==> src/hw/usb_cfg_pkg.sv <==
// Purpose: Shared constants for the pin configuration and interrupt enable block
// Assumes: One 10 MHz clock; host commands arrive as byte strobes on that clock
// Notes: Interrupt enable reset value is a plain default, nothing fixes it

package usb_cfg_pkg;

    // Command codes on the host parallel interface
    localparam logic [7:0] CMD_CFG_WR = 8'hBA;
    localparam logic [7:0] CMD_CFG_RD = 8'hBB;
    localparam logic [7:0] CMD_IE_WR = 8'hC2;
    localparam logic [7:0] CMD_IE_RD = 8'hC3;

    // Index of the last byte of each register
    localparam logic [1:0] CFG_LAST_BYTE = 2'h1;
    localparam logic [1:0] IE_LAST_BYTE = 2'h3;

    // Hardware configuration lower byte field positions
    localparam int DMA_REQUEST_POLARITY_BIT = 6;
    localparam int DMA_ACKNOWLEDGE_POLARITY_BIT = 5;
    localparam int END_OF_TRANSFER_POLARITY_BIT = 4;
    localparam int CHIP_SELECT_WAKEUP_ENABLE_BIT = 3;
    localparam int SUSPEND_POWER_OFF_ENABLE_BIT = 2;
    localparam int INTERRUPT_SIGNALLING_MODE_BIT = 1;
    localparam int INTERRUPT_OUTPUT_POLARITY_BIT = 0;

    // Reset values
    localparam logic [15:0] CFG_RESET = 16'h2340;
    localparam logic [31:0] IE_RESET = 32'h00000000;

    // Interrupt pulse timing: least time, rounded up to whole cycles
    localparam int CLK_PERIOD_NS = 100;
    localparam int INT_PULSE_NS = 166;
    localparam int INT_PULSE_CYCLES = (INT_PULSE_NS + CLK_PERIOD_NS - 1) / CLK_PERIOD_NS;

    // Command decode states
    typedef enum logic [2:0] {
        ST_IDLE,
        ST_CFG_WR,
        ST_CFG_RD,
        ST_IE_WR,
        ST_IE_RD
    } cmd_state_e;

endpackage : usb_cfg_pkg

==> src/hw/usb_dev_pin_cfg_int_enable.sv <==
// Purpose: Hardware configuration and interrupt enable registers with pin logic
// Assumes: Host strobes are synchronous to clk; pins pass two flip-flops
// Notes: usb_bus_reset is observed only; it never touches the registers

`timescale 1ns/10ps
`default_nettype none

module usb_dev_pin_cfg_int_enable (
    input wire logic clk,
    input wire logic rst_n,
    input wire logic cmd_stb,
    input wire logic wr_stb,
    input wire logic rd_stb,
    input wire logic [7:0] bus_din,
    output logic [7:0] rd_data,
    input wire logic chip_select_n,
    input wire logic vbus_present,
    input wire logic dma_acknowledge_in,
    input wire logic end_of_transfer_signal,
    input wire logic dma_req_int,
    input wire logic int_level_in,
    input wire logic int_event,
    input wire logic suspended,
    input wire logic usb_bus_reset,
    output logic dma_request_out,
    output logic dma_ack_active,
    output logic eot_active,
    output logic wakeup_req,
    output logic suspend_out,
    output logic int_out,
    output logic [31:0] int_enable,
    output logic [7:0] clock_config
);

    logic [15:0] cfg_q;
    logic [31:0] ie_q;
    logic [7:0] rd_data_q;
    logic [1:0] idx_q;
    usb_cfg_pkg::cmd_state_e state_q;
    logic [1:0] cs_sync_q;
    logic [1:0] vbus_sync_q;
    logic [1:0] ack_sync_q;
    logic [1:0] eot_sync_q;
    logic dma_request_q;
    logic dma_ack_q;
    logic eot_q;
    logic wakeup_q;
    logic suspend_q;
    logic int_q;
    logic pulse_active;
    logic int_src;
    logic acc_cfg_wr;
    logic acc_ie_wr;
    logic acc_rd;
    logic last_byte;
    logic [1:0] next_idx;

    // Pick one byte of a word, least significant first
    function automatic logic [7:0] byte_of(input logic [31:0] word, input logic [1:0] idx);
        logic [7:0] b;
        b = 8'h00;
        unique case (idx)
            2'h0: b = word[7:0];
            2'h1: b = word[15:8];
            2'h2: b = word[23:16];
            2'h3: b = word[31:24];
        endcase
        return b;
    endfunction : byte_of

    // Data strobes count only inside a matching command
    assign acc_cfg_wr = wr_stb && (state_q == usb_cfg_pkg::ST_CFG_WR);
    assign acc_ie_wr = wr_stb && (state_q == usb_cfg_pkg::ST_IE_WR);
    assign acc_rd = rd_stb && (state_q == usb_cfg_pkg::ST_CFG_RD || state_q == usb_cfg_pkg::ST_IE_RD);
    assign next_idx = idx_q + 2'h1;

    // Last byte of the command in progress
    always_comb begin
        last_byte = 1'b0;
        unique case (state_q)
            usb_cfg_pkg::ST_CFG_WR, usb_cfg_pkg::ST_CFG_RD: last_byte = (idx_q == usb_cfg_pkg::CFG_LAST_BYTE);
            usb_cfg_pkg::ST_IE_WR, usb_cfg_pkg::ST_IE_RD: last_byte = (idx_q == usb_cfg_pkg::IE_LAST_BYTE);
            usb_cfg_pkg::ST_IDLE: last_byte = 1'b0;
        endcase
    end

    // Command decode; unknown codes leave the block idle
    always_ff @(posedge clk or negedge rst_n) begin
        if (!rst_n) begin
            state_q <= usb_cfg_pkg::ST_IDLE;
        end else if (cmd_stb) begin
            unique case (bus_din)
                usb_cfg_pkg::CMD_CFG_WR: state_q <= usb_cfg_pkg::ST_CFG_WR;
                usb_cfg_pkg::CMD_CFG_RD: state_q <= usb_cfg_pkg::ST_CFG_RD;
                usb_cfg_pkg::CMD_IE_WR: state_q <= usb_cfg_pkg::ST_IE_WR;
                usb_cfg_pkg::CMD_IE_RD: state_q <= usb_cfg_pkg::ST_IE_RD;
                default: state_q <= usb_cfg_pkg::ST_IDLE;
            endcase
        end else if ((acc_cfg_wr || acc_ie_wr || acc_rd) && last_byte) begin
            state_q <= usb_cfg_pkg::ST_IDLE;
        end
    end

    // Byte index, restarting at the least significant byte
    always_ff @(posedge clk or negedge rst_n) begin
        if (!rst_n) begin
            idx_q <= 2'h0;
        end else if (cmd_stb) begin
            idx_q <= 2'h0;
        end else if (acc_cfg_wr || acc_ie_wr || acc_rd) begin
            idx_q <= next_idx;
        end
    end

    // Configuration register; bus reset has no path here
    always_ff @(posedge clk or negedge rst_n) begin
        if (!rst_n) begin
            cfg_q <= usb_cfg_pkg::CFG_RESET;
        end else if (acc_cfg_wr) begin
            if (idx_q[0]) begin
                cfg_q[15:8] <= bus_din;
            end else begin
                cfg_q[7:0] <= bus_din;
            end
        end
    end

    // Interrupt enable register, one bit per source; bus reset ignored
    always_ff @(posedge clk or negedge rst_n) begin
        if (!rst_n) begin
            ie_q <= usb_cfg_pkg::IE_RESET;
        end else if (acc_ie_wr) begin
            ie_q[8 * idx_q +: 8] <= bus_din;
        end
    end

    // Read data: first byte on the command, next byte on each read
    always_ff @(posedge clk or negedge rst_n) begin
        if (!rst_n) begin
            rd_data_q <= 8'h00;
        end else if (cmd_stb && bus_din == usb_cfg_pkg::CMD_CFG_RD) begin
            rd_data_q <= cfg_q[7:0];
        end else if (cmd_stb && bus_din == usb_cfg_pkg::CMD_IE_RD) begin
            rd_data_q <= ie_q[7:0];
        end else if (acc_rd && !last_byte) begin
            rd_data_q <= byte_of(state_q == usb_cfg_pkg::ST_IE_RD ? ie_q : {16'h0000, cfg_q}, next_idx);
        end
    end

    // Two-stage synchronisers for the pins
    always_ff @(posedge clk or negedge rst_n) begin
        if (!rst_n) begin
            cs_sync_q <= 2'b11;
            vbus_sync_q <= 2'b00;
            // Start at the idle high level of the active-low reset polarity, so no false strobe follows reset
            ack_sync_q <= 2'b11;
            eot_sync_q <= 2'b11;
        end else begin
            cs_sync_q <= {cs_sync_q[0], chip_select_n};
            vbus_sync_q <= {vbus_sync_q[0], vbus_present};
            ack_sync_q <= {ack_sync_q[0], dma_acknowledge_in};
            eot_sync_q <= {eot_sync_q[0], end_of_transfer_signal};
        end
    end

    // DMA pin polarities
    always_ff @(posedge clk or negedge rst_n) begin
        if (!rst_n) begin
            dma_request_q <= 1'b0;
            dma_ack_q <= 1'b0;
            eot_q <= 1'b0;
        end else begin
            dma_request_q <= cfg_q[usb_cfg_pkg::DMA_REQUEST_POLARITY_BIT] ? dma_req_int : !dma_req_int;
            dma_ack_q <= cfg_q[usb_cfg_pkg::DMA_ACKNOWLEDGE_POLARITY_BIT] ? ack_sync_q[1] : !ack_sync_q[1];
            eot_q <= cfg_q[usb_cfg_pkg::END_OF_TRANSFER_POLARITY_BIT] ? eot_sync_q[1] : !eot_sync_q[1];
        end
    end

    // Wake-up on low chip select and power switch during suspend
    always_ff @(posedge clk or negedge rst_n) begin
        if (!rst_n) begin
            wakeup_q <= 1'b0;
            suspend_q <= 1'b0;
        end else begin
            wakeup_q <= cfg_q[usb_cfg_pkg::CHIP_SELECT_WAKEUP_ENABLE_BIT] && suspended
                        && vbus_sync_q[1] && !cs_sync_q[1];
            suspend_q <= cfg_q[usb_cfg_pkg::SUSPEND_POWER_OFF_ENABLE_BIT] && suspended;
        end
    end

    // Pulse source for pulsed interrupt mode
    int_pulse_gen #(
        .CYCLES(usb_cfg_pkg::INT_PULSE_CYCLES)
    ) u_int_pulse (
        .clk(clk),
        .rst_n(rst_n),
        .trig(int_event),
        .active(pulse_active)
    );

    // Interrupt source by mode, then polarity
    assign int_src = cfg_q[usb_cfg_pkg::INTERRUPT_SIGNALLING_MODE_BIT] ? pulse_active : int_level_in;

    always_ff @(posedge clk or negedge rst_n) begin
        if (!rst_n) begin
            int_q <= 1'b1;
        end else begin
            int_q <= cfg_q[usb_cfg_pkg::INTERRUPT_OUTPUT_POLARITY_BIT] ? int_src : !int_src;
        end
    end

    assign rd_data = rd_data_q;
    assign dma_request_out = dma_request_q;
    assign dma_ack_active = dma_ack_q;
    assign eot_active = eot_q;
    assign wakeup_req = wakeup_q;
    assign suspend_out = suspend_q;
    assign int_out = int_q;
    assign int_enable = ie_q;
    assign clock_config = cfg_q[15:8];
endmodule : usb_dev_pin_cfg_int_enable

`default_nettype wire

==> src/hw/int_pulse_gen.sv <==
// Purpose: Fixed-length pulse generator for the pulsed interrupt mode
// Assumes: trig is a one-cycle event from logic on the same clock
// Notes: An event during a pulse is held and gives a second pulse after a gap

`timescale 1ns/10ps
`default_nettype none

module int_pulse_gen #(
    parameter int CYCLES = 2
) (
    input wire logic clk,
    input wire logic rst_n,
    input wire logic trig,
    output logic active
);

    logic [7:0] cnt_q;
    logic pend_q;

    // Count down the pulse; a new one starts only from idle
    always_ff @(posedge clk or negedge rst_n) begin
        if (!rst_n) begin
            cnt_q <= 8'h00;
        end else if (cnt_q != 8'h00) begin
            cnt_q <= cnt_q - 8'h01;
        end else if (trig || pend_q) begin
            cnt_q <= CYCLES[7:0];
        end
    end

    // Remember one event that arrived while busy
    always_ff @(posedge clk or negedge rst_n) begin
        if (!rst_n) begin
            pend_q <= 1'b0;
        end else if (cnt_q != 8'h00 && trig) begin
            pend_q <= 1'b1;
        end else if (cnt_q == 8'h00) begin
            pend_q <= 1'b0;
        end
    end

    assign active = (cnt_q != 8'h00);

endmodule : int_pulse_gen

`default_nettype wire

==> config.mk <==
export PLATFORM = sky130hd
export DESIGN_NAME = usb_dev_pin_cfg_int_enable
export DESIGN_NICKNAME = d
export VERILOG_FILES = /design/src/hw/usb_cfg_pkg.sv /design/src/hw/usb_dev_pin_cfg_int_enable.sv /design/src/hw/int_pulse_gen.sv
export SDC_FILE = /design/constraint.sdc
export NUM_CORES = 1
export LEC_CHECK = 0
export ABC_AREA = 0
export BUFFER_PORTS_ARGS = -buffer_cell sky130_fd_sc_hd__buf_2
export CORE_MARGIN = 5
export CORE_UTILIZATION = 50
export DETAILED_ROUTE_END_ITERATION = 10
export PLACE_DENSITY = 0.78
export SLEW_MARGIN = 5
export SYNTH_ARGS = -nofsm -noshare
export SYNTH_HDL_FRONTEND = slang
export SYNTH_SLANG_ARGS = --single-unit
==> constraint.sdc <==
create_clock -name clk -period 2.3 [get_ports clk]
set_input_delay 0.46 -clock clk [delete_from_list [all_inputs] [get_ports clk]]
set_output_delay 0.46 -clock clk [all_outputs]
set_load 0.005 [all_outputs]
==> results of run 1 <==
## power by group through the flow
stage / sequential [W] / clock [W] / combinational, W
after floorplan: 0.00185 / 0 / 0.000446
after global placement: 0.00187 / 0 / 0.000720
after detailed placement: 0.00187 / 0 / 0.000752
after CTS: 0.00185 / 0.00120 / 0.000755
after global routing: 0.00188 / 0.00126 / 0.000851
final: 0.00185 / 0.00119 / 0.000746
## synth_stat cells, types with 2 or more instances
master,count
dfrtp_1,73
nor2b_1,2
a21oi_1,9
nand4b_1,2
nor3b_1,3
mux2_2,8
o21ai_0,48
nor4b_1,2
o31ai_1,8
a222oi_1,8
nand2_1,101
a211oi_1,9
mux2_4,7
buf_4,8
nor3_1,7
nor2_1,17
and2_1,2
ha_1,10
o21ai_1,4
buf_2,7
nor2_2,2
a211oi_2,2
a31oi_1,8
a21o_1,4
or3_1,2
clkbuf_1,4
nand3_1,8
nand2b_1,3
xnor2_1,6
inv_1,5
dfstp_2,11
buf_6,4
buf_1,2
## worst max path at each step
| stage | slack [ns] | cells after the start | to | from |
|---|---|---|---|---|
| 2_1_floorplan | 0.31 | 8 | rd_data[5] | idx_q[0] |
| 3_3_place_gp | 0.22 | 7 | rd_data[3] | idx_q[0] |
| 3_5_place_dp | 0.19 | 7 | rd_data[3] | idx_q[0] |
| 4_1_cts | 0.16 | 7 | rd_data[3] | idx_q[0] |
| 5_1_grt | 0.14 | 6 | rd_data[5] | idx_q[0] |
| 6_report | 0.26 | 6 | rd_data[4] | idx_q[0] |
## layout make-up
cell class                      count  area, um2
Clock buffer                       11      141.4
Clock inverter                      5      83.83
Fill cell                         721       3363
Inverter                            5      18.77
Multi-Input combinational cell    303       1872
Sequential cell                    84       2116
Tap cell                          105      131.4
Timing Repair Buffer               88      490.5
## stage by stage
| stage | power (W) | hold WS, ns | setup WS, ns |
|---|---|---|---|
| finish | 0.003778 | 0.04350 | 0.2630 |
| global route | 0.003983 | 0.06647 | 0.1361 |
| CTS | 0.003805 | 0.04513 | 0.1638 |
| detailed placement | 0.002627 | 0.3347 | 0.1891 |
| global placement | 0.002588 | 0.3329 | 0.2200 |
| floorplan | 0.002298 | 0.1644 | 0.3093 |
## registers in the layout, indices dropped and copies added (netlist names), 2 cells and up
name and flops:
eot_sync_q 2, ack_sync_q 2, cfg_q 16, int_enable 32, rd_data 8, state_q 3
vbus_sync_q 2, idx_q 2, cs_sync_q 2, u_int_pulse.cnt_q 8
## kinds of logic (layout without fill, tap and decap cells)
family | after synthesis | in the layout | synth area share, %
XOR/XNOR | 7 | 7 | 1.459
buffers and inverters | 33 | 109 | 5.180
AO/OA/AOI/OAI | 107 | 107 | 16.58
AND/OR/NAND/NOR | 163 | 163 | 18.58
adder cells (fa/ha/maj) | 10 | 10 | 2.977
multiplexers | 16 | 16 | 4.882
flip-flops | 84 | 84 | 50.34
## per-layer routing
metal	global-route usage [%]	part of all wire, %	vias up
li1	-	-	1610
met1	27.86	43	1629
met2	35.06	50	100
met3	3.581	5.2	17
met4	8.384	1.9	0
met5	0	0	-
==> metrics.md, run 1 <==
| Metric | Value |
|---|---|
| First-pass GRT wire length | `16900 um` |
| Max_cap viols | `0` |
| Diode count | `0` |
| Commonest non-fill, non-tap cells in the layout | `nand2_1, dfrtp_1, buf_2` |
| Placed Instances | `585` |
| Number of top-level pins | `76` |
| Final worst path period share | `88.56%` |
| Skew-Pair Late Insertion Delay | `0.36 ns` |
| Slowest CP cell | `a222oi_1` |
| Largest net degree at the start of global routing | `36` |
| Number of synthesized flops with an enable pin | `0` |
| Psw | `0.001095 W` |
| Fmax achieved | `490.9 MHz` |
| Core ar. | `0.008217 mm2` |
| Design area | `0.004853 mm2` |
| Clock slew at reported path FFs | `0.08 ns` |
| Total grt overflow | `0` |
| CTS max path bufs | `2` |
| Sequential area share after synthesis | `50.34%` |
| Cell-by-cell trace of the critical path | `buf_4 > ha_1 > a222oi_1 > a211oi_1 > o31ai_1 > a31oi_1` |
| Peak VDD IR | `0.0003576 V` |
| RSZ-0062 raised after global routing | `false` |
| H-tree levels | `3` |
| Avg Vias per Cell | `5.584` |
| GPL Wtd Cong | `0.8739` |
| Hold-fix buffers, CTS | `0` |
| Chip Width | `101.7 um` |
| CP max stage delay | `0.44 ns` |
| Wire per inst | `16.80 um` |
| Yosys reg bits | `84` |
| Synth warn | `0` |
| Post-CTS setup buffers | `0` |
| Mapped cell area | `0.004203 mm2` |
| Relative slew slack | `63.21%` |
| Leading area contributor after synthesis | `dfrtp_1` |
| Vias | `3356` |
| Library cells used by synthesis | `57` |
| Fin cells | `601` |
| Post-DP Area | `0.004626 mm2` |
| FF-to-FF Start | `idx_q[0]` |
| Clock sinks | `84` |
| Remaining DRCs | `0` |
| Final ANT Viol Nets | `0` |
| Seq pwr share | `48.9%` |
| Fraction of layout cells with a size suffix above 1 | `29.03%` |
| Post-synth top area share | `43.47%` |
| Net Sw Frac | `28.98%` |
| Top post-synthesis cells by area | `dfrtp_1, nand2_1, dfstp_2` |
| Pre-antenna DRT Iters | `7` |
| Crit path DAT | `2.26 ns` |
| Crit-path leading delay family | `compound AO/OA/AOI/OAI gates` |
| Drt first-iter violations | `256` |
| Cell row count | `33` |
| PostCTS Resize Cnt | `0` |
| Post-layout min period | `2.037 ns` |
| Status | `finished clean` |
| Clock power share | `31.4%` |
| Initial cell density of the core | `51.15%` |
| Critical-path maximum fanout | `11` |
| DRT Wirelength | `10100 um` |
| Pwr Density | `778.4 mW/mm2` |
| Commonest non-fill, non-tap cell in the layout | `nand2_1` |
| Die area | `0.01034 mm2` |
| CP Capture Type | `flop` |
| Area growth, synth to finish | `15.48%` |
| Core Util, Final | `59.07%` |
| Setup CP Type | `reg2reg` |
| R2R setup slack | `0.26 ns` |
| CTS Buf Count | `9` |
| Logic pwr share | `19.7%` |
| Nets | `523` |
| Clock root buffer | `clkbuf_8` |
| R2r endpoint | `rd_data[4]` |
| Final Max Slew Viols | `0` |
| Slew @ Worst Pin | `0.5505 ns` |
| Clock skew | `0.009787 ns` |
| Ys flop type | `dfrtp_1` |
| Die height | `101.7 um` |
| Cells after Synth | `420` |
| Setup crit start kind | `flop` |
| Vias in the first global route | `3364` |
| Avg Inst Size Synth | `10.01 um2` |
| Final hold vios | `0` |
| Synth Net Count | `452` |
| Static leakage | `2.249 nW` |
| WP data required | `2.52 ns` |
| TritonCTS clock tree | `yes` |
| Reg2Reg Depth | `6` |
| Port-buffer cells | `74` |
| Worst hold path class | `in2async` |
| Gr usage total | `21.20%` |
| DP Wirelength | `7230 um` |
| Fin Setup TNS | `0 ns` |
| Initial antenna violation count | `0` |
| Async S/R FF share, synth | `100.0%` |
| CP bufs+invs | `1` |
| Power Internal | `0.002683 W` |
| Final setup fails | `0` |
Note: power is estimated with default switching activity, not from simulation.
==> inputs of run 2 (changes only) <==
Settings changed: CTS_BUF_LIST from default to sky130_fd_sc_hd__clkbuf_2.
==> metrics.md, run 2 (synthesized netlist as in run 1, its figures left out) <==
| Metric | Value |
|---|---|
| Final worst path period share | `90.42%` |
| Die area | `0.01034 mm2` |
| Remaining DRCs | `0` |
| Final ANT Viol Nets | `0` |
| DP Wirelength | `7230 um` |
| Setup crit start kind | `flop` |
| TritonCTS clock tree | `yes` |
| RSZ-0062 raised after global routing | `false` |
| Core ar. | `0.008217 mm2` |
| Vias in the first global route | `3388` |
| Initial cell density of the core | `51.15%` |
| Fmax achieved | `480.8 MHz` |
| Nets | `528` |
| H-tree levels | `3` |
| Slowest CP cell | `a222oi_1` |
| Commonest non-fill, non-tap cells in the layout | `nand2_1, dfrtp_1, buf_2` |
| Post-CTS setup buffers | `0` |
| Cell-by-cell trace of the critical path | `buf_4 > ha_1 > a222oi_1 > a211oi_1 > o31ai_1 > a31oi_1` |
| WP depth | `6` |
| Number of top-level pins | `76` |
| Critical-path maximum fanout | `11` |
| Commonest non-fill, non-tap cell in the layout | `nand2_1` |
| Drt first-iter violations | `330` |
| First-pass GRT wire length | `16910 um` |
| CP max stage delay | `0.44 ns` |
| Clock sinks | `84` |
| Total grt overflow | `0` |
| Setup CP Type | `reg2reg` |
| Crit-path leading delay family | `compound AO/OA/AOI/OAI gates` |
| Largest net degree at the start of global routing | `36` |
| CP bufs+invs | `1` |
| Largest register FFs | `32` |
| Peak VDD IR | `0.0003796 V` |
| Clock skew | `0.01700 ns` |
| Worst Setup EP | `rd_data[4]` |
| Fraction of layout cells with a size suffix above 1 | `28.74%` |
| Static leakage | `2.240 nW` |
| FF-to-FF Start | `idx_q[0]` |
| Vias | `3389` |
| WP data required | `2.71 ns` |
| Fillers | `738` |
| Post-layout min period | `2.080 ns` |
| Skew-Pair Late Insertion Delay | `0.52 ns` |
| Relative slew slack | `63.35%` |
| Initial antenna violation count | `0` |
| Final setup fails | `0` |
| Avg Vias per Cell | `5.592` |
| R2r endpoint | `rd_data[4]` |
| CP startpoint | `idx_q[0]` |
| Diode count | `0` |
| R2R setup slack | `0.22 ns` |
| Final Max Slew Viols | `0` |
| Cell row count | `33` |
| Status | `finished clean` |
| CTS Buf Count | `9` |
| Pwr Density | `722.0 mW/mm2` |
| Total power | `0.003477 W` |
| Fin Setup TNS | `0 ns` |
| Fin cells | `606` |
| Port-buffer cells | `74` |
| Worst hold path class | `in2reg` |
| CP Capture Type | `flop` |
| Pre-antenna DRT Iters | `5` |
| Die height | `101.7 um` |
| Max_cap viols | `0` |
| Slew @ Worst Pin | `0.5498 ns` |
| GPL Wtd Cong | `0.8739` |
| Clock root buffer | `clkbuf_2` |
| CTS max path bufs | `2` |
| Area growth, synth to finish | `14.59%` |
| Crit path DAT | `2.49 ns` |
| FF/Latch Area | `0.002116 mm2` |
| Final hold vios | `0` |
| DRT Wirelength | `10120 um` |
| Clock slew at reported path FFs | `0.22 ns` |
| Reg2Reg Depth | `6` |
| Placed Instances | `585` |
| Multi-input gate area | `0.001872 mm2` |
| Chip Width | `101.7 um` |
| Wire per inst | `16.69 um` |
| Gr usage total | `21.17%` |
==> run 2: changes by cell type in the layout (fill, tap and decap cells not counted), sizes merged <==
| cell | change |
|---|---|
| dlygate4sd3 | +5 |
| clkinv | +1 |
| clkbuf | -1 |
==> run 2: layout make-up <==
cell class / count / share of cell area (%)
tap: 105 / 2.728
timing repair buffer: 93 / 11.22
multi-input combinational: 303 / 38.87
clock inverter: 6 / 1.819
clock buffer: 10 / 1.039
sequential: 84 / 43.93
inverter: 5 / 0.3897
==> run 2: worst register-to-register path: stages (launching register included) <==
cell	delay, ns
dfrtp_1	0.43
buf_4	0.18
ha_1	0.32
a222oi_1	0.44
a211oi_1	0.14
o31ai_1	0.33
a31oi_1	0.13
==> run 2: where the power goes <==
group          leakage (nW)  switching (W)  internal (W)  total [W]
Sequential             1.08       0.000154       0.00169    0.00184
Combinational          1.08       0.000401      0.000352   0.000753
Clock                0.0762       0.000515      0.000364   0.000879
==> run 2: worst min-delay path by stage <==
stage | startpoint | to | cells past startpoint
2_1_floorplan | rst_n | cfg_q[0] | 0
3_3_place_gp | vbus_sync_q[0] | vbus_sync_q[1] | 0
3_5_place_dp | vbus_sync_q[0] | vbus_sync_q[1] | 0
4_1_cts | dma_req_int | dma_request_out | 2
5_1_grt | dma_req_int | dma_request_out | 2
6_report | dma_req_int | dma_request_out | 2
==> run 2: layer usage <==
| metal | vias up | GRT usage, % | wire [um] |
|---|---|---|---|
| met3 | 12 | 3.788 | 744 |
| met2 | 143 | 35.66 | 5036 |
| met1 | 1612 | 27.73 | 4187 |
| met4 | 0 | 6.953 | 148 |
| li1 | 1622 | - | - |
| met5 | - | 0 | 0 |
==> run 2: what timing repair did <==
item,in CTS,in global routing
resized for setup,0,1
setup endpoints to repair,0,2
hold endpoints to repair,29,0
hold buffers,5,0
==> run 2: metrics by stage <==
stage | util [%] | hold WS [ns] | worst slack (ns) | cell area (um2)
final | 58.61 | 0.08006 | 0.2203 | 4816
after global routing | 58.61 | 0.02000 | 0.1266 | 4816
after CTS | 58.58 | 0.03356 | 0.1500 | 4813
after detailed placement | 56.30 | 0.3347 | 0.1891 | 4626
after global placement | 56.30 | 0.3329 | 0.2200 | 4626
after floorplan | - | 0.1644 | 0.3093 | 4203
==> inputs of run 3 (changes only) <==
Settings changed: SYNTH_HIERARCHICAL from default to 1.
==> metrics.md, run 3 <==
| Metric | Value |
|---|---|
| Synth top cells by count | `nand2_1, dfrtp_1, nand3_1, o21ai_0, nor2_1` |
| Crit-path leading delay family | `compound AO/OA/AOI/OAI gates` |
| Met3 GRT Util | `6.075%` |
| Cell row count | `33` |
| TritonCTS clock tree | `yes` |
| CP Capture Type | `flop` |
| Slew @ Worst Pin | `0.8329 ns` |
| Met1 Usage GRT | `29.63%` |
| Pwr Density | `634.3 mW/mm2` |
| WP depth | `6` |
| Final Max Slew Viols | `0` |
| Final hold vios | `0` |
| Fin Setup TNS | `0 ns` |
| Clock power share | `26.4%` |
| Leading area contributor after synthesis | `dfrtp_1` |
| RSZ-0062 raised after global routing | `false` |
| Yosys reg bits | `84` |
| CTS max path bufs | `2` |
| Die height | `102.0 um` |
| Logic pwr share | `16.5%` |
| Die area | `0.01040 mm2` |
| H-tree levels | `3` |
| PostCTS Resize Cnt | `0` |
| Final worst path period share | `90.16%` |
| Total grt overflow | `0` |
| First-pass GRT wire length | `17120 um` |
| Clock slew at reported path FFs | `0.26 ns` |
| Max_cap viols | `0` |
| Most frequent cell after synthesis | `nand2_1` |
| Peak VDD IR | `0.0002729 V` |
| Psw | `0.0009486 W` |
| Avg Inst Size Synth | `9.677 um2` |
| Worst hold path class | `in2reg` |
| Initial antenna violation count | `0` |
| Post-synth top area share | `43.20%` |
| Number of synthesized flops with an enable pin | `0` |
| CP bufs+invs | `1` |
| Drt first-iter violations | `241` |
| Fraction of layout cells with a size suffix above 1 | `31.09%` |
| Core ar. | `0.008217 mm2` |
| Critical-path maximum fanout | `20` |
| Diode count | `0` |
| Status | `finished clean` |
| Setup crit start kind | `flop` |
| Fmax achieved | `482.2 MHz` |
| Cell-by-cell trace of the critical path | `inv_1 > ha_1 > nand3_1 > a31oi_1 > o22ai_1 > a31oi_2` |
| Top post-synthesis cells by area | `dfrtp_1, nand2_1, dfstp_2` |
| Largest net degree at the start of global routing | `46` |
| Clock sinks | `84` |
| Vias | `3579` |
| Clock skew | `0.04198 ns` |
| Gr usage total | `21.35%` |
| Clock root buffer | `clkbuf_2` |
| Skew-Pair Late Insertion Delay | `0.56 ns` |
| Reg2Reg Depth | `6` |
| Chip Width | `102.0 um` |
| Crit path DAT | `2.57 ns` |
| Pre-antenna DRT Iters | `5` |
| Commonest non-fill, non-tap cells in the layout | `nand2_1, dfrtp_1, buf_2` |
| Nets | `547` |
| Remaining DRCs | `0` |
| DRT Wirelength | `10750 um` |
| GPL Wtd Cong | `0.8849` |
| Net Sw Frac | `30.51%` |
| Final setup fails | `0` |
| R2R setup slack | `0.23 ns` |
| CTS Buf Count | `9` |
| Commonest non-fill, non-tap cell in the layout | `nand2_1` |
| Port-buffer cells | `74` |
| Final ANT Viol Nets | `0` |
| DP Wirelength | `7649 um` |
| Static leakage | `2.344 nW` |
| Power Internal | `0.002161 W` |
| Grt met2 use | `33.48%` |
| Initial cell density of the core | `51.47%` |
| Largest register FFs | `32` |
| Synth warn | `6` |
| Mapped cell area | `0.004229 mm2` |
| Relative slew slack | `44.47%` |
| Slowest CP cell | `ha_1` |
| WP data required | `2.80 ns` |
| CP max stage delay | `0.59 ns` |
| Vias in the first global route | `3409` |
| Ys flop type | `dfrtp_1` |
| Gr busiest metal | `met2` |
| Seq pwr share | `57.1%` |
| Area growth, synth to finish | `15.92%` |
| Sequential area share after synthesis | `50.03%` |
| Async S/R FF share, synth | `100.0%` |
| Post-layout min period | `2.074 ns` |
| Number of top-level pins | `76` |
| Setup CP Type | `reg2reg` |
| Synth Net Count | `468` |
| Cells after Synth | `437` |
| Wire per inst | `17.17 um` |
| Hold depth | `2` |
| Avg Vias per Cell | `5.717` |
| Library cells used by synthesis | `49` |
| Total power | `0.003110 W` |
==> run 3: power by group through the flow <==
stage / clock network, W / registers, W / logic, W
6_report: 0.000822 / 0.00177 / 0.000513
5_1_grt: 0.000891 / 0.00180 / 0.000573
4_1_cts: 0.000840 / 0.00177 / 0.000521
3_5_place_dp: 0 / 0.00180 / 0.000512
3_3_place_gp: 0 / 0.00179 / 0.000487
2_1_floorplan: 0 / 0.00178 / 0.000311
==> run 3: worst reg2reg max path: cells and delay by family, from the launching register on <==
family | cells | cell delay (ns)
AO/OA/AOI/OAI | 3 | 0.66
adder cells (fa/ha/maj) | 1 | 0.59
flip-flops | 1 | 0.44
buffers and inverters | 1 | 0.18
AND/OR/NAND/NOR | 1 | 0.14
==> run 3: area by class of cell <==
cell class / instances / area, um2
Clock buffer: 9 / 45.04
Timing Repair Buffer: 99 / 585.6
Multi-Input combinational cell: 318 / 1929
Fill cell: 720 / 3314
Clock inverter: 7 / 80.08
Sequential cell: 84 / 2116
Tap cell: 105 / 131.4
Inverter: 4 / 15.01
==> run 3: through the flow <==
stage,area (um2),worst slack (ns),utilization (%),hold slack (ns),std cells
after CTS,4902,0.2429,59.66,0.06476,626
after floorplan,4229,0.2329,-,0.1644,437
after detailed placement,4727,0.1454,57.53,0.3424,605
final,4902,0.2263,59.66,0.06740,626
after global routing,4902,0.004460,59.66,0.03854,626
after global placement,4727,0.1685,57.53,0.3341,605
==> run 3: metal layers <==
| metal | vias up | share of wire [%] |
|---|---|---|
| met5 | - | 0 |
| met3 | 15 | 10 |
| li1 | 1690 | - |
| met2 | 191 | 45 |
| met4 | 0 | 1.2 |
| met1 | 1683 | 43 |
==> run 3: final timing paths <==
kind                          startpoint              end
max                             idx_q[0]       rd_data[5]
max in group asynchronous          rst_n         cfg_q[8]
min                          dma_req_int  dma_request_out
min reg2reg                ack_sync_q[0]    ack_sync_q[1]
max reg2reg                     idx_q[0]       rd_data[5]
min in group asynchronous          rst_n   int_enable[10]
==> run 3: logic make-up (layout without fill, tap and decap cells) <==
logic type               count (synthesis)  in the layout  share of synthesized area [%]
adder cells (fa/ha/maj)                  9              9                          2.663
AND/OR/NAND/NOR                        197            197                          22.69
flip-flops                              84             84                          50.03
multiplexers                            20             20                          5.237
XOR/XNOR                                 7              7                          1.450
buffers and inverters                   35            119                          4.349
AO/OA/AOI/OAI                           85             85                          13.58
==> run 3: timing repair <==
action                    CTS  global route
hold endpoints to repair   44             0
buffers inserted            0             0
hold buffers                5             0
